<file path="src/cmwc_regs.svh">
// Constants for the CAN mode and wake control block
// Summary of operation
// - Pin states float or pull per mode
// - Receive output shows interrupt or bus state
// - Function enables per system mode
// - Overtemperature detection in Normal mode, and in Listen when forced
// - Rising wake edge raises rising interrupt
// - Falling wake edge raises falling interrupt
// - Wake accepted after stable filter time
// - Wake pin level readable as status
// - Bus idle event after silence timeout
// - System off overrides all bus transitions
// - Low power listen: transmitter off, battery bias unless the VCC bias source is selected
// - Transmitter state per bus mode
// - Receiver active only in listen and active
// - Bias source per bus mode and settings
// - Wake sources accepted per bus mode
// - Wake pattern moves offline to offline bias
// - Pattern wake needs enable, frame detection off
// - Select standard or extended wake pattern
// - Dominant, recessive, dominant, optional recessive phases
// - Short intervals between phases ignored
// - Pattern must finish within bus wake timeout
// - Supply switch active in standby, off in sleep
`ifndef CMWC_REGS_SVH
`define CMWC_REGS_SVH
`define CMWC_CLK_HZ 20000000
`define CMWC_MC_NORMAL 4'hf
`define CMWC_MC_STANDBY 4'h6
`define CMWC_MC_SLEEP 4'h1
`define CMWC_MC_LISTEN 4'h8
`define CMWC_WAKE_SHORT_US 10
`define CMWC_WAKE_LONG_US 40
`define CMWC_BUSDOM_NS 1000
`define CMWC_BUSREC_NS 1000
`define CMWC_TO_WAKE_US 1000
`define CMWC_SILENCE_US 1000
`define CMWC_CYC(ns) (((ns) * 20 + 999) / 1000)
`endif

</file>
<file path="src/cmwc_pkg.sv">
// Types for the CAN mode and wake control block
`default_nettype none
package cmwc_pkg;
  typedef enum logic [2:0]
  {
    CMWC_SYS_OFF = 3'h0,
    CMWC_SYS_BOOT = 3'h1,
    CMWC_SYS_CHECK = 3'h3,
    CMWC_SYS_STANDBY = 3'h2,
    CMWC_SYS_SLEEP = 3'h6,
    CMWC_SYS_LISTEN = 3'h7,
    CMWC_SYS_NORMAL = 3'h5
  } cmwc_sys_t;
  typedef enum logic [2:0]
  {
    CMWC_CAN_OFF = 3'h0,
    CMWC_CAN_OFFLINE = 3'h1,
    CMWC_CAN_BIAS = 3'h3,
    CMWC_CAN_LISTEN = 3'h2,
    CMWC_CAN_ACTIVE = 3'h6
  } cmwc_can_t;
  typedef enum logic [1:0]
  {
    CMWC_BIAS_FLOAT = 2'h0,
    CMWC_BIAS_GND = 2'h1,
    CMWC_BIAS_VCC = 2'h3,
    CMWC_BIAS_BAT = 2'h2
  } cmwc_bias_t;
endpackage
`default_nettype wire

</file>
<file path="src/cmwc_top.sv">
// Mode and wake control of a CAN transceiver
`include "cmwc_regs.svh"
`default_nettype none
module cmwc_top
  import cmwc_pkg::*;
(
  input wire logic clk_in,
  input wire logic rst_b_in,
  input wire logic [2:0] sys_mode_in,
  input wire logic ot_forced_in,
  input wire logic wake_pin_in,
  input wire logic bus_dom_in,
  input wire logic vcc_ok_in,
  input wire logic txd_pin_in,
  input wire logic sck_pin_in,
  input wire logic sdi_pin_in,
  input wire logic transmitter_enable_pin_in,
  input wire logic irq_pending_in,
  input wire logic rising_wake_enable_in,
  input wire logic falling_wake_enable_in,
  input wire logic wake_filter_select_in,
  input wire logic selective_config_valid_in,
  input wire logic selective_wake_enable_in,
  input wire logic bus_wake_enable_in,
  input wire logic bus_pattern_select_in,
  input wire logic low_power_listen_in,
  input wire logic bias_source_select_in,
  output logic rxd_out,
  output logic rxd_oe_out,
  output logic pullup_en_out,
  output logic txen_low_out,
  output logic sck_rep_out,
  output logic sdi_rep_out,
  output logic supply_switch_output_out,
  output logic spi_on_out,
  output logic local_wake_on_out,
  output logic bus_wake_on_out,
  output logic pn_on_out,
  output logic overtemp_on_out,
  output logic wake_rising_irq_out,
  output logic wake_falling_irq_out,
  output logic local_wake_out,
  output logic wake_pin_level_out,
  output logic bus_idle_event_out,
  output logic bus_wake_event_out,
  output logic [2:0] can_state_out,
  output logic tx_on_out,
  output logic tx_recessive_out,
  output logic rx_on_out,
  output logic [1:0] bias_out
);
  localparam int WAKE_SHORT = `CMWC_WAKE_SHORT_US * 20;
  localparam int WAKE_LONG = `CMWC_WAKE_LONG_US * 20;
  localparam int SILENCE = `CMWC_SILENCE_US * 20;
  // ----------------------------------------
  // Input synchronisers
  // ----------------------------------------
  // two flops each for the wake pin, bus state and supply good inputs
  logic [2:0] s1_reg, s1_next, s2_reg, s2_next;
  always_comb
  begin
    s1_next = {vcc_ok_in, bus_dom_in, wake_pin_in};
    s2_next = s1_reg;
  end
  always_ff @(posedge clk_in)
  begin
    if (!rst_b_in)
    begin
      s1_reg <= 3'h0;
      s2_reg <= 3'h0;
    end
    else
    begin
      s1_reg <= s1_next;
      s2_reg <= s2_next;
    end
  end
  wire wake_s = s2_reg[0];
  wire bus_dom_s = s2_reg[1];
  wire vcc_ok_s = s2_reg[2];
  cmwc_sys_t sys;
  assign sys = cmwc_sys_t'(sys_mode_in);
  function automatic logic sys_inactive(input cmwc_sys_t m);
    sys_inactive = (m == CMWC_SYS_OFF) || (m == CMWC_SYS_BOOT) || (m == CMWC_SYS_CHECK);
  endfunction
  function automatic logic sys_low(input cmwc_sys_t m);
    sys_low = (m == CMWC_SYS_SLEEP) || (m == CMWC_SYS_STANDBY);
  endfunction
  // ----------------------------------------
  // Pin and function states
  // ----------------------------------------
  wire inactive = sys_inactive(sys);
  wire pn_cfg = selective_config_valid_in;
  logic rxd_reg, rxd_next;
  always_comb
  begin
    // interrupt level in low power, bus state otherwise
    if (sys_low(sys))
      rxd_next = !irq_pending_in;
    else
      rxd_next = !bus_dom_s;
  end
  always_ff @(posedge clk_in)
  begin
    if (!rst_b_in)
      rxd_reg <= 1'b1;
    else
      rxd_reg <= rxd_next;
  end
  assign rxd_out = rxd_reg;
  assign rxd_oe_out = !inactive;
  // pulls, repeaters and forced low enable
  assign pullup_en_out = !inactive;
  assign txen_low_out = inactive;
  assign sck_rep_out = inactive ? 1'b0 : sck_pin_in;
  assign sdi_rep_out = inactive ? 1'b0 : sdi_pin_in;
  // supply switch per low power level
  assign supply_switch_output_out = !inactive && (sys != CMWC_SYS_SLEEP);
  assign spi_on_out = !inactive;
  assign local_wake_on_out = !inactive;
  assign bus_wake_on_out = sys_low(sys) && !pn_cfg;
  assign pn_on_out = !inactive && pn_cfg;
  // overtemperature monitor only in Normal, or in Listen while forced
  assign overtemp_on_out = (sys == CMWC_SYS_NORMAL) || (sys == CMWC_SYS_LISTEN && ot_forced_in);
  // ----------------------------------------
  // Local wake filter
  // ----------------------------------------
  logic stable_reg, stable_next, last_reg, last_next;
  logic [9:0] wcnt_reg, wcnt_next;
  logic rise_reg, rise_next, fall_reg, fall_next, lw_reg, lw_next;
  always_comb
  begin
    stable_next = stable_reg;
    last_next = wake_s;
    wcnt_next = (wake_s == last_reg) ? wcnt_reg + 10'h1 : 10'h0;
    rise_next = 1'b0;
    fall_next = 1'b0;
    lw_next = 1'b0;
    // accept the new level only after the filter time
    if (wake_s != stable_reg && wake_s == last_reg &&
        wcnt_reg >= 10'((wake_filter_select_in ? WAKE_LONG : WAKE_SHORT) - 1))
    begin
      stable_next = wake_s;
      wcnt_next = 10'h0;
      rise_next = wake_s && rising_wake_enable_in && !inactive;
      fall_next = !wake_s && falling_wake_enable_in && !inactive;
      lw_next = rise_next || fall_next;
    end
  end
  always_ff @(posedge clk_in)
  begin
    if (!rst_b_in)
    begin
      stable_reg <= 1'b0;
      last_reg <= 1'b0;
      wcnt_reg <= 10'h0;
      rise_reg <= 1'b0;
      fall_reg <= 1'b0;
      lw_reg <= 1'b0;
    end
    else
    begin
      stable_reg <= stable_next;
      last_reg <= last_next;
      wcnt_reg <= wcnt_next;
      rise_reg <= rise_next;
      fall_reg <= fall_next;
      lw_reg <= lw_next;
    end
  end
  assign wake_rising_irq_out = rise_reg;
  assign wake_falling_irq_out = fall_reg;
  assign local_wake_out = lw_reg;
  assign wake_pin_level_out = stable_reg;
  // ----------------------------------------
  // Bus silence timer
  // ----------------------------------------
  logic [15:0] idle_reg, idle_next;
  logic silent_reg, silent_next;
  always_comb
  begin
    idle_next = bus_dom_s ? 16'h0 : (silent_reg ? idle_reg : idle_reg + 16'h1);
    silent_next = !bus_dom_s && (silent_reg || idle_reg >= 16'(SILENCE));
  end
  always_ff @(posedge clk_in)
  begin
    if (!rst_b_in)
    begin
      idle_reg <= 16'h0;
      silent_reg <= 1'b0;
    end
    else
    begin
      idle_reg <= idle_next;
      silent_reg <= silent_next;
    end
  end
  assign bus_idle_event_out = silent_reg;
  // ----------------------------------------
  // Bus state machine
  // ----------------------------------------
  cmwc_can_t can_reg, can_next;
  logic pattern;
  logic bwake_reg, bwake_next;
  wire pat_enable = (can_reg == CMWC_CAN_OFFLINE) || (can_reg == CMWC_CAN_BIAS);
  cmwc_pattern u_pattern
  (
    .clk_in(clk_in),
    .rst_b_in(rst_b_in),
    .enable_in(pat_enable),
    .bus_dom_in(bus_dom_s),
    .extended_in(bus_pattern_select_in),
    .pattern_out(pattern)
  );
  always_comb
  begin
    can_next = can_reg;
    bwake_next = pattern && pat_enable && bus_wake_enable_in &&
                 !(selective_wake_enable_in && pn_cfg);
    case (can_reg)
      CMWC_CAN_OFF:
        if (!inactive) can_next = CMWC_CAN_OFFLINE;
      CMWC_CAN_OFFLINE:
      begin
        // offline leaves on Normal with supply good, on Listen, or on the pattern
        if (sys == CMWC_SYS_NORMAL && vcc_ok_s) can_next = CMWC_CAN_ACTIVE;
        else if (sys == CMWC_SYS_LISTEN) can_next = CMWC_CAN_LISTEN;
        else if (pattern) can_next = CMWC_CAN_BIAS;
      end
      CMWC_CAN_BIAS:
      begin
        if (sys == CMWC_SYS_NORMAL && vcc_ok_s) can_next = CMWC_CAN_ACTIVE;
        else if (sys == CMWC_SYS_LISTEN) can_next = CMWC_CAN_LISTEN;
        else if (silent_reg) can_next = CMWC_CAN_OFFLINE;
      end
      CMWC_CAN_LISTEN:
      begin
        if (sys == CMWC_SYS_NORMAL && vcc_ok_s) can_next = CMWC_CAN_ACTIVE;
        else if (sys_low(sys)) can_next = CMWC_CAN_BIAS;
      end
      CMWC_CAN_ACTIVE:
      begin
        if (sys == CMWC_SYS_LISTEN) can_next = CMWC_CAN_LISTEN;
        else if (sys != CMWC_SYS_NORMAL || !vcc_ok_s) can_next = CMWC_CAN_BIAS;
      end
      default: can_next = CMWC_CAN_OFF;
    endcase
    if (inactive) can_next = CMWC_CAN_OFF;
  end
  always_ff @(posedge clk_in)
  begin
    if (!rst_b_in)
    begin
      can_reg <= CMWC_CAN_OFF;
      bwake_reg <= 1'b0;
    end
    else
    begin
      can_reg <= can_next;
      bwake_reg <= bwake_next;
    end
  end
  assign can_state_out = can_reg;
  assign bus_wake_event_out = bwake_reg;
  // ----------------------------------------
  // Transmitter, receiver and bias
  // ----------------------------------------
  wire listen = can_reg == CMWC_CAN_LISTEN;
  wire active = can_reg == CMWC_CAN_ACTIVE;
  // low power listen keeps transmitter off
  assign tx_on_out = active || (listen && !low_power_listen_in);
  assign tx_recessive_out = (listen && !low_power_listen_in) ||
                            (active && transmitter_enable_pin_in);
  // receiver only in listen and active
  assign rx_on_out = listen || active;
  always_comb
  begin
    case (can_reg)
      CMWC_CAN_OFF: bias_out = CMWC_BIAS_FLOAT;
      CMWC_CAN_OFFLINE: bias_out = CMWC_BIAS_GND;
      CMWC_CAN_BIAS: bias_out = bias_source_select_in ? CMWC_BIAS_VCC : CMWC_BIAS_BAT;
      CMWC_CAN_LISTEN:
        bias_out = (low_power_listen_in && !bias_source_select_in) ? CMWC_BIAS_BAT
                                                                   : CMWC_BIAS_VCC;
      CMWC_CAN_ACTIVE: bias_out = CMWC_BIAS_VCC;
      default: bias_out = CMWC_BIAS_FLOAT;
    endcase
  end
endmodule
`default_nettype wire

</file>
<file path="src/cmwc_pattern.sv">
// Bus wake-up pattern detector
`include "cmwc_regs.svh"
`default_nettype none
module cmwc_pattern
  import cmwc_pkg::*;
(
  input wire logic clk_in,
  input wire logic rst_b_in,
  input wire logic enable_in,
  input wire logic bus_dom_in,
  input wire logic extended_in,
  output logic pattern_out
);
  localparam int DOM_CYC = `CMWC_CYC(`CMWC_BUSDOM_NS);
  localparam int REC_CYC = `CMWC_CYC(`CMWC_BUSREC_NS);
  localparam int TO_CYC = `CMWC_TO_WAKE_US * 20;
  logic [15:0] run_reg, run_next;
  logic [15:0] to_reg, to_next;
  logic [2:0] step_reg, step_next;
  logic last_reg, last_next;
  logic hit_reg, hit_next;
  // Run length includes this sample, so a level change never inherits the old run
  wire [15:0] run_cur = (bus_dom_in == last_reg) ? run_reg + 16'h1 : 16'h0;
  wire long_dom = bus_dom_in && (run_cur >= 16'(DOM_CYC - 1));
  wire long_rec = !bus_dom_in && (run_cur >= 16'(REC_CYC - 1));
  always_comb
  begin
    run_next = run_cur;
    last_next = bus_dom_in;
    step_next = step_reg;
    to_next = (step_reg == 3'h0) ? 16'h0 : to_reg + 16'h1;
    hit_next = 1'b0;
    // short intervals only restart the run count, never the step
    case (step_reg)
      3'h0: if (long_dom) step_next = 3'h1;
      3'h1: if (long_rec) step_next = 3'h2;
      3'h2: if (long_dom) step_next = 3'h3;
      3'h3:
      begin
        // extended pattern needs a trailing recessive phase
        if (!extended_in || long_rec)
        begin
          hit_next = 1'b1;
          step_next = 3'h0;
        end
      end
      default: step_next = 3'h0;
    endcase
    if (!enable_in || to_reg >= 16'(TO_CYC - 1))
    begin
      step_next = 3'h0;
      hit_next = 1'b0;
    end
  end
  always_ff @(posedge clk_in)
  begin
    if (!rst_b_in)
    begin
      run_reg <= 16'h0;
      to_reg <= 16'h0;
      step_reg <= 3'h0;
      last_reg <= 1'b0;
      hit_reg <= 1'b0;
    end
    else
    begin
      run_reg <= run_next;
      to_reg <= to_next;
      step_reg <= step_next;
      last_reg <= last_next;
      hit_reg <= hit_next;
    end
  end
  assign pattern_out = hit_reg;
endmodule
`default_nettype wire

</file>
<file path="config.mk">
export PLATFORM = sky130hd
export DESIGN_NAME = cmwc_top
export DESIGN_NICKNAME = d
export VERILOG_FILES = /design/src/cmwc_pkg.sv /design/src/cmwc_top.sv /design/src/cmwc_pattern.sv
export VERILOG_INCLUDE_DIRS = /design/src
export SDC_FILE = /design/constraint.sdc
export NUM_CORES = 1
export LEC_CHECK = 0
export ABC_AREA = 1
export BUFFER_PORTS_ARGS = -buffer_cell sky130_fd_sc_hd__buf_2
export CORE_ASPECT_RATIO = 0.7
export CORE_UTILIZATION = 52
export DETAILED_ROUTE_END_ITERATION = 7
export PLACE_DENSITY = 0.87
export SYNTH_ARGS = -nofsm -noshare
export SYNTH_HDL_FRONTEND = slang
export SYNTH_SLANG_ARGS = --single-unit
</file>
<file path="constraint.sdc">
create_clock -name clk_in -period 1.9 [get_ports clk_in]
set_clock_uncertainty 0.15 [all_clocks]
set_input_delay 0.095 -clock clk_in [delete_from_list [all_inputs] [get_ports clk_in]]
set_output_delay 0.095 -clock clk_in [all_outputs]
set_load 0.01 [all_outputs]
</file>
Word level (Yosys, flattened, before mapping)
Cells that the tools add are included.
- flip-flop bits (word level): 80
- latch bits: 0
- memory bits (writable): 0
- memory bits (read-only): 0
- input port bits: 23
- logic and storage cells: 138
- memories kept: 0
- $add $sub $neg: 5
- multiply operators: 0
- divide/modulo/power cells: 0
- $lt $le $gt $ge: 4
- equal/unequal tests: 26
- shift-type cells: 0
- multiplexer cells: 25
- bitwise gates (word level): 3
- reduce and logical (&&, ||, !) cells: 57
- operators by type and width (operator ; count):
    16-bit by 1-bit adder with 16-bit output, second input constant ; 3
    3-bit 2-to-1 mux ; 14
    16-bit by 15-bit >= comparator with 1-bit output, second input constant ; 2
    1-bit logical AND ; 21
    3-bit by 2-bit equality test with 1-bit output, second input constant ; 6
    16-bit by 5-bit >= comparator with 1-bit output, second input constant ; 1
    16-bit 2-to-1 mux ; 1
    3-bit one-hot mux with 5 select lines ; 1
    1-bit logical OR ; 13
    3-bit equality test, second input constant ; 4
    3-bit one-hot mux with 4 select lines ; 1
    1-bit logical NOT ; 11
    10-bit by 1-bit adder with 10-bit output, second input constant ; 1
    10-bit >= comparator ; 1
    10-bit 2-to-1 mux ; 1
    10-bit by 1-bit subtractor with 10-bit output, second input constant ; 1
    3-bit by 1-bit equality test with 1-bit output, second input constant ; 3
    3-bit logical NOT ; 3
    2-bit by 1-bit != test with 1-bit output, second input constant ; 4
    2-bit one-hot mux with 4 select lines ; 1
    4-bit AND reduction ; 2
    2-bit OR reduction ; 4
    1-bit 2-to-1 mux ; 6
    3-bit by 1-bit != test with 1-bit output, second input constant ; 2
    other kinds (8) ; 13

Longest topological paths before layout
- depth after elaboration: 7
- mapped depth: 16
- gate-level depth less buffers: 16

Cells and area by module
From an unflattened synthesis, not the netlist that was laid out.
- cells, all modules: 616
- area, all modules: 4174.0 sq um
- by module, submodules not included (module ; instances ; cells an instance ; area an instance (sq um) ; sequential area each (sq um)):
    cmwc_top ; 1 ; 334 ; 2265.9 ; 860.8
    cmwc_pattern ; 1 ; 282 ; 1908.1 ; 720.7

Worst setup path after synthesis
OpenSTA, ideal clock, no wires.
- path kind: register to register
- start point: register u_pattern.run_reg[0]
- end point: register u_pattern.step_reg[1]
- library setup time: 0.113 ns
- arrival time: 1.648 ns
- setup slack: -0.011 ns
- stages on the path, launching flop included: 17
- path buffers: 0
- clock period less this slack: 1.911 ns
- cells stage by stage: dfxtp_1 -> ha_1 -> nand2_1 -> inv_1 -> nor2_1 -> o21ai_0 -> nand2_1 -> nand2_1 -> nand2_1 -> nor2_1 -> nand3_2 -> nand2_2 -> nand3_2 -> inv_1 -> nor2_2 -> nor2_1 -> nor2_1
- cells in the longest elaborated chain, start to end: 7
- ends and longest elaborated chain (element ; RTL line ; source):
    start: declaration ; cmwc_pattern.sv:17 ; logic [15:0] run_reg, run_next;
    start signal: assignment ; cmwc_pattern.sv:67 ; run_reg <= run_next;
    16-bit by 1-bit adder with 16-bit output (*) ; cmwc_pattern.sv:23 ; wire [15:0] run_cur = (bus_dom_in == last_reg) ? run_reg + 16'h1 : 16'h0;
    16-bit 2-to-1 mux (*) ; cmwc_pattern.sv:23 ;
    16-bit by 5-bit >= comparator with 1-bit output (*) ; cmwc_pattern.sv:24, cmwc_pattern.sv:25 ;
    1-bit logical AND ; cmwc_pattern.sv:25 ; wire long_rec = !bus_dom_in && (run_cur >= 16'(REC_CYC - 1));
    1-bit logical OR ; cmwc_pattern.sv:41 ; if (!extended_in || long_rec)
    2-bit by 1-bit != test with 1-bit output (no source line) ; - ;
    4-bit AND reduction (no source line) (*) ; - ;
    end signal: assignment ; cmwc_pattern.sv:69 ; step_reg <= step_next;
    end: declaration ; cmwc_pattern.sv:19 ; logic [2:0] step_reg, step_next;
Every way passes the cells marked *; elsewhere a longest branch is shown, timed or not.
A chain may end at the register's enable or synchronous reset.

Worst setup path in the final report
Same ends and word-level chain as after synthesis.

==> results.yml <==
floorplan:
  dieHeight_um: 74.5
  die_w_um: 106
  ios: 49
  dieArea_sq_um: 7860
  core_sq_um: 7290
  start_util_pct: 53.6
  row_count: 26
setup_path:
  cp-end-kind: "register"
  cp_slowest_cell: "dfxtp_4"
  cp_cell_sequence: "ha_4 -> nand2_8 -> clkinv_4 -> nand3_2 -> nand2_2 -> nor2_1 -> nor2_1 -> nand3_1 -> nor2_2 -> nand3_2 -> nand2_2 -> nand3_2 -> inv_2 -> nor2_4 -> nor2_2 -> nor2_1"
  path_class: "reg2reg"
  slowest_delay_ps: 390
  crit_fanout: 5
  crit_family: "simple AND/OR/NAND/NOR gates"
  cp.arrival_ps: 2360
  path_buf_inv: 2
  setup.worst_path.start_class: "register"
  cp.required_ps: 2040
layout:
  diodes: 0
  utilization_pct: 75.4
  syn_to_final_growth_pct: 40.8
  design_area_sq_um: 5500
  drive_above_1_share_pct: 33.2
  nets: 717
sta:
  tightest_slew_ps: 550
  final-setup-viol-count: 18
  fmax_ghz: 0.449
  hold_ws_ps: 67.3
  layout_worst_path_cycle_share_pct: 117
  worst_slack_ps: -325
  slew_violations: 0
  rsz0062_at_grt: "yes"
  slew_headroom_pct: 63.3
  finalHoldViolCount: 0
  min_period_ps: 2230
power_and_ir_drop:
  p_leak_nw: 2.39
  powerDensity_nw_per_um2: 638
  peakVddDrop_v: 0.000955
drt:
  met3_length_um: 922
  vias: 4406
  wl_met1_um: 4890
  met2WireLength_um: 6380
  first_iter_violations: 385
  drtAntennaViolNets: 0
  wl_per_cell_um: 16.5
  first_pass_iters: 5
  drc: 0
  viasPerCell: 5.63
  dr.max_layer_used: "met4"
  wirelength_um: 12900
yosys:
  synth_area_leaders: "dfxtp_1, nand2_1, nor2_1"
  syn-cell-area_sq_um: 3900
  synthArstFlopShare_pct: 0
  synth_nets: 595
  synth_edf_count: 0
  yosysMostFrequentCell: "nand2_1"
  yosysWarnings: 0
  ys_ff_latch: 79
  synth_commonest_cells: "nand2_1, nor2_1, inv_1"
  yosysTopAreaCellShare_pct: 40.5
  yosys.cell_types.count: 43
  avgSynthCellArea_sq_um: 7.01
  yosysSeqAreaShare_pct: 40.5
  synth_top_flop_cell: "dfxtp_1"
  syn_inst: 557
  synth_top_area_cell: "dfxtp_1"
clock_tree:
  cts_root_buffer: "clkbuf_8"
  numCtsBuffers: 9
  cts_tree: "yes"
  h-tree-depth: 3
  clkSlewWorstSetupHoldPaths_ps: 90
  clockBufferDepth: 2
  insertion_delay_ps: 380
  clock_sinks: 79
placement:
  placed_area_sq_um: 4500
  io_buffers: 47
  place_congestion: 0.863
  dp_slack_ps: -201
  place.detailed.hpwl_um: 6970
status:
  violations: "negative setup slack"
  status: "finished with violations"
global_route:
  antenna_found_initial: 0
  grt.overflow.total: 0
  grt_pass1_vias: 3884
  grt_pass1_wl_um: 17300
  grt_max_degree: 17
  gr-usage-all-layers_pct: 28.5
flow_run:
  maxCapViolations: 0
min_path:
  hp-class: "in2reg"
layer usage:
metal	GRT usage [%]	up-vias
li1	-	2036
met1	32.2	2024
met2	50.2	259
met3	6.75	87
met4	17.4	0
met5	0	-
worst paths after layout:
| kind | cells after the start | startpoint | slack, ps | to |
|---|---|---|---|---|
| worst max register to register | 16 | u_pattern.run_reg[0] | -330 | u_pattern.step_reg[1] |
| worst max-delay path | 16 | u_pattern.run_reg[0] | -330 | u_pattern.step_reg[1] |
| worst min-delay path | 5 | sys_mode_in[0] | 70 | can_state_out[2] |
| worst min register to register | 2 | s1_reg[1] | 280 | s2_reg[1] |
layout make-up:
class / count / area [sq um]
clock buffer: 9 / 124
fill: 465 / 1790
multi-input combinational: 383 / 2350
inverter: 88 / 340
timing repair buffer: 118 / 836
sequential: 79 / 1620
clock inverter: 7 / 97.6
tap: 98 / 123
per-stage QoR:
step,std cells,TNS [ps],total power (W)
2_1_floorplan,557,0,0.00190
3_3_place_gp,730,-443,0.00200
3_5_place_dp,730,-2370,0.00202
4_1_cts,767,-117,0.00345
5_1_grt,782,-3560,0.00361
6_report,782,-2070,0.00351
where the power goes:
group / leakage [nW] / internal [W] / total (W) / switching, W
Sequential: 0.649 / 0.00168 / 0.00171 / 0.0000322
Clock: 0.0937 / 0.000738 / 0.00143 / 0.000695
Combinational: 1.65 / 0.000155 / 0.000363 / 0.000208
worst reg2reg max path, stage by stage, from the launching register on:
cell      delay, ps
dfxtp_4         390
ha_4            170
nand2_8          70
clkinv_4         60
nand3_2          80
nand2_2         100
nor2_1           50
nor2_1          150
nand3_1         140
nor2_2          140
nand3_2          90
nand2_2         110
nand3_2         110
inv_2            90
nor2_4           50
nor2_2          120
nor2_1           50
layout by cell type (no fill, tap or decap), drive strengths merged, types with 2 or more instances in the layout:
cell type,n
a211oi,2
a21o,2
a21oi,30
a31oi,3
buf,104
bufinv,2
clkbuf,9
clkinv,2
clkinvlp,5
dfxtp,79
dlygate4sd3,14
ha,15
inv,86
nand2,108
nand3,40
nand4,9
nor2,106
nor3,15
nor3b,6
nor4,5
o21ai,21
o21bai,2
o31ai,4
xnor2,3
cell families after synthesis:
logic type	count (synthesis)	synth area share, %
multiplexers	1	0.256
XOR/XNOR	4	1.09
buffers and inverters	96	9.71
adder cells (fa/ha/maj)	15	4.81
AND/OR/NAND/NOR	292	33.3
AO/OA/AOI/OAI	70	10.3
flip-flops	79	40.5
timing repair:
item | in CTS | in global routing
pin swaps | 14 | 38
setup endpoints to repair | 20 | 30
hold buffers | 14 | 0
resized for setup | 51 | 82
cloned | 1 | 0
setup buffers | 6 | 15
hold endpoints to repair | 14 | 0
(Power assumes the default switching activity.)
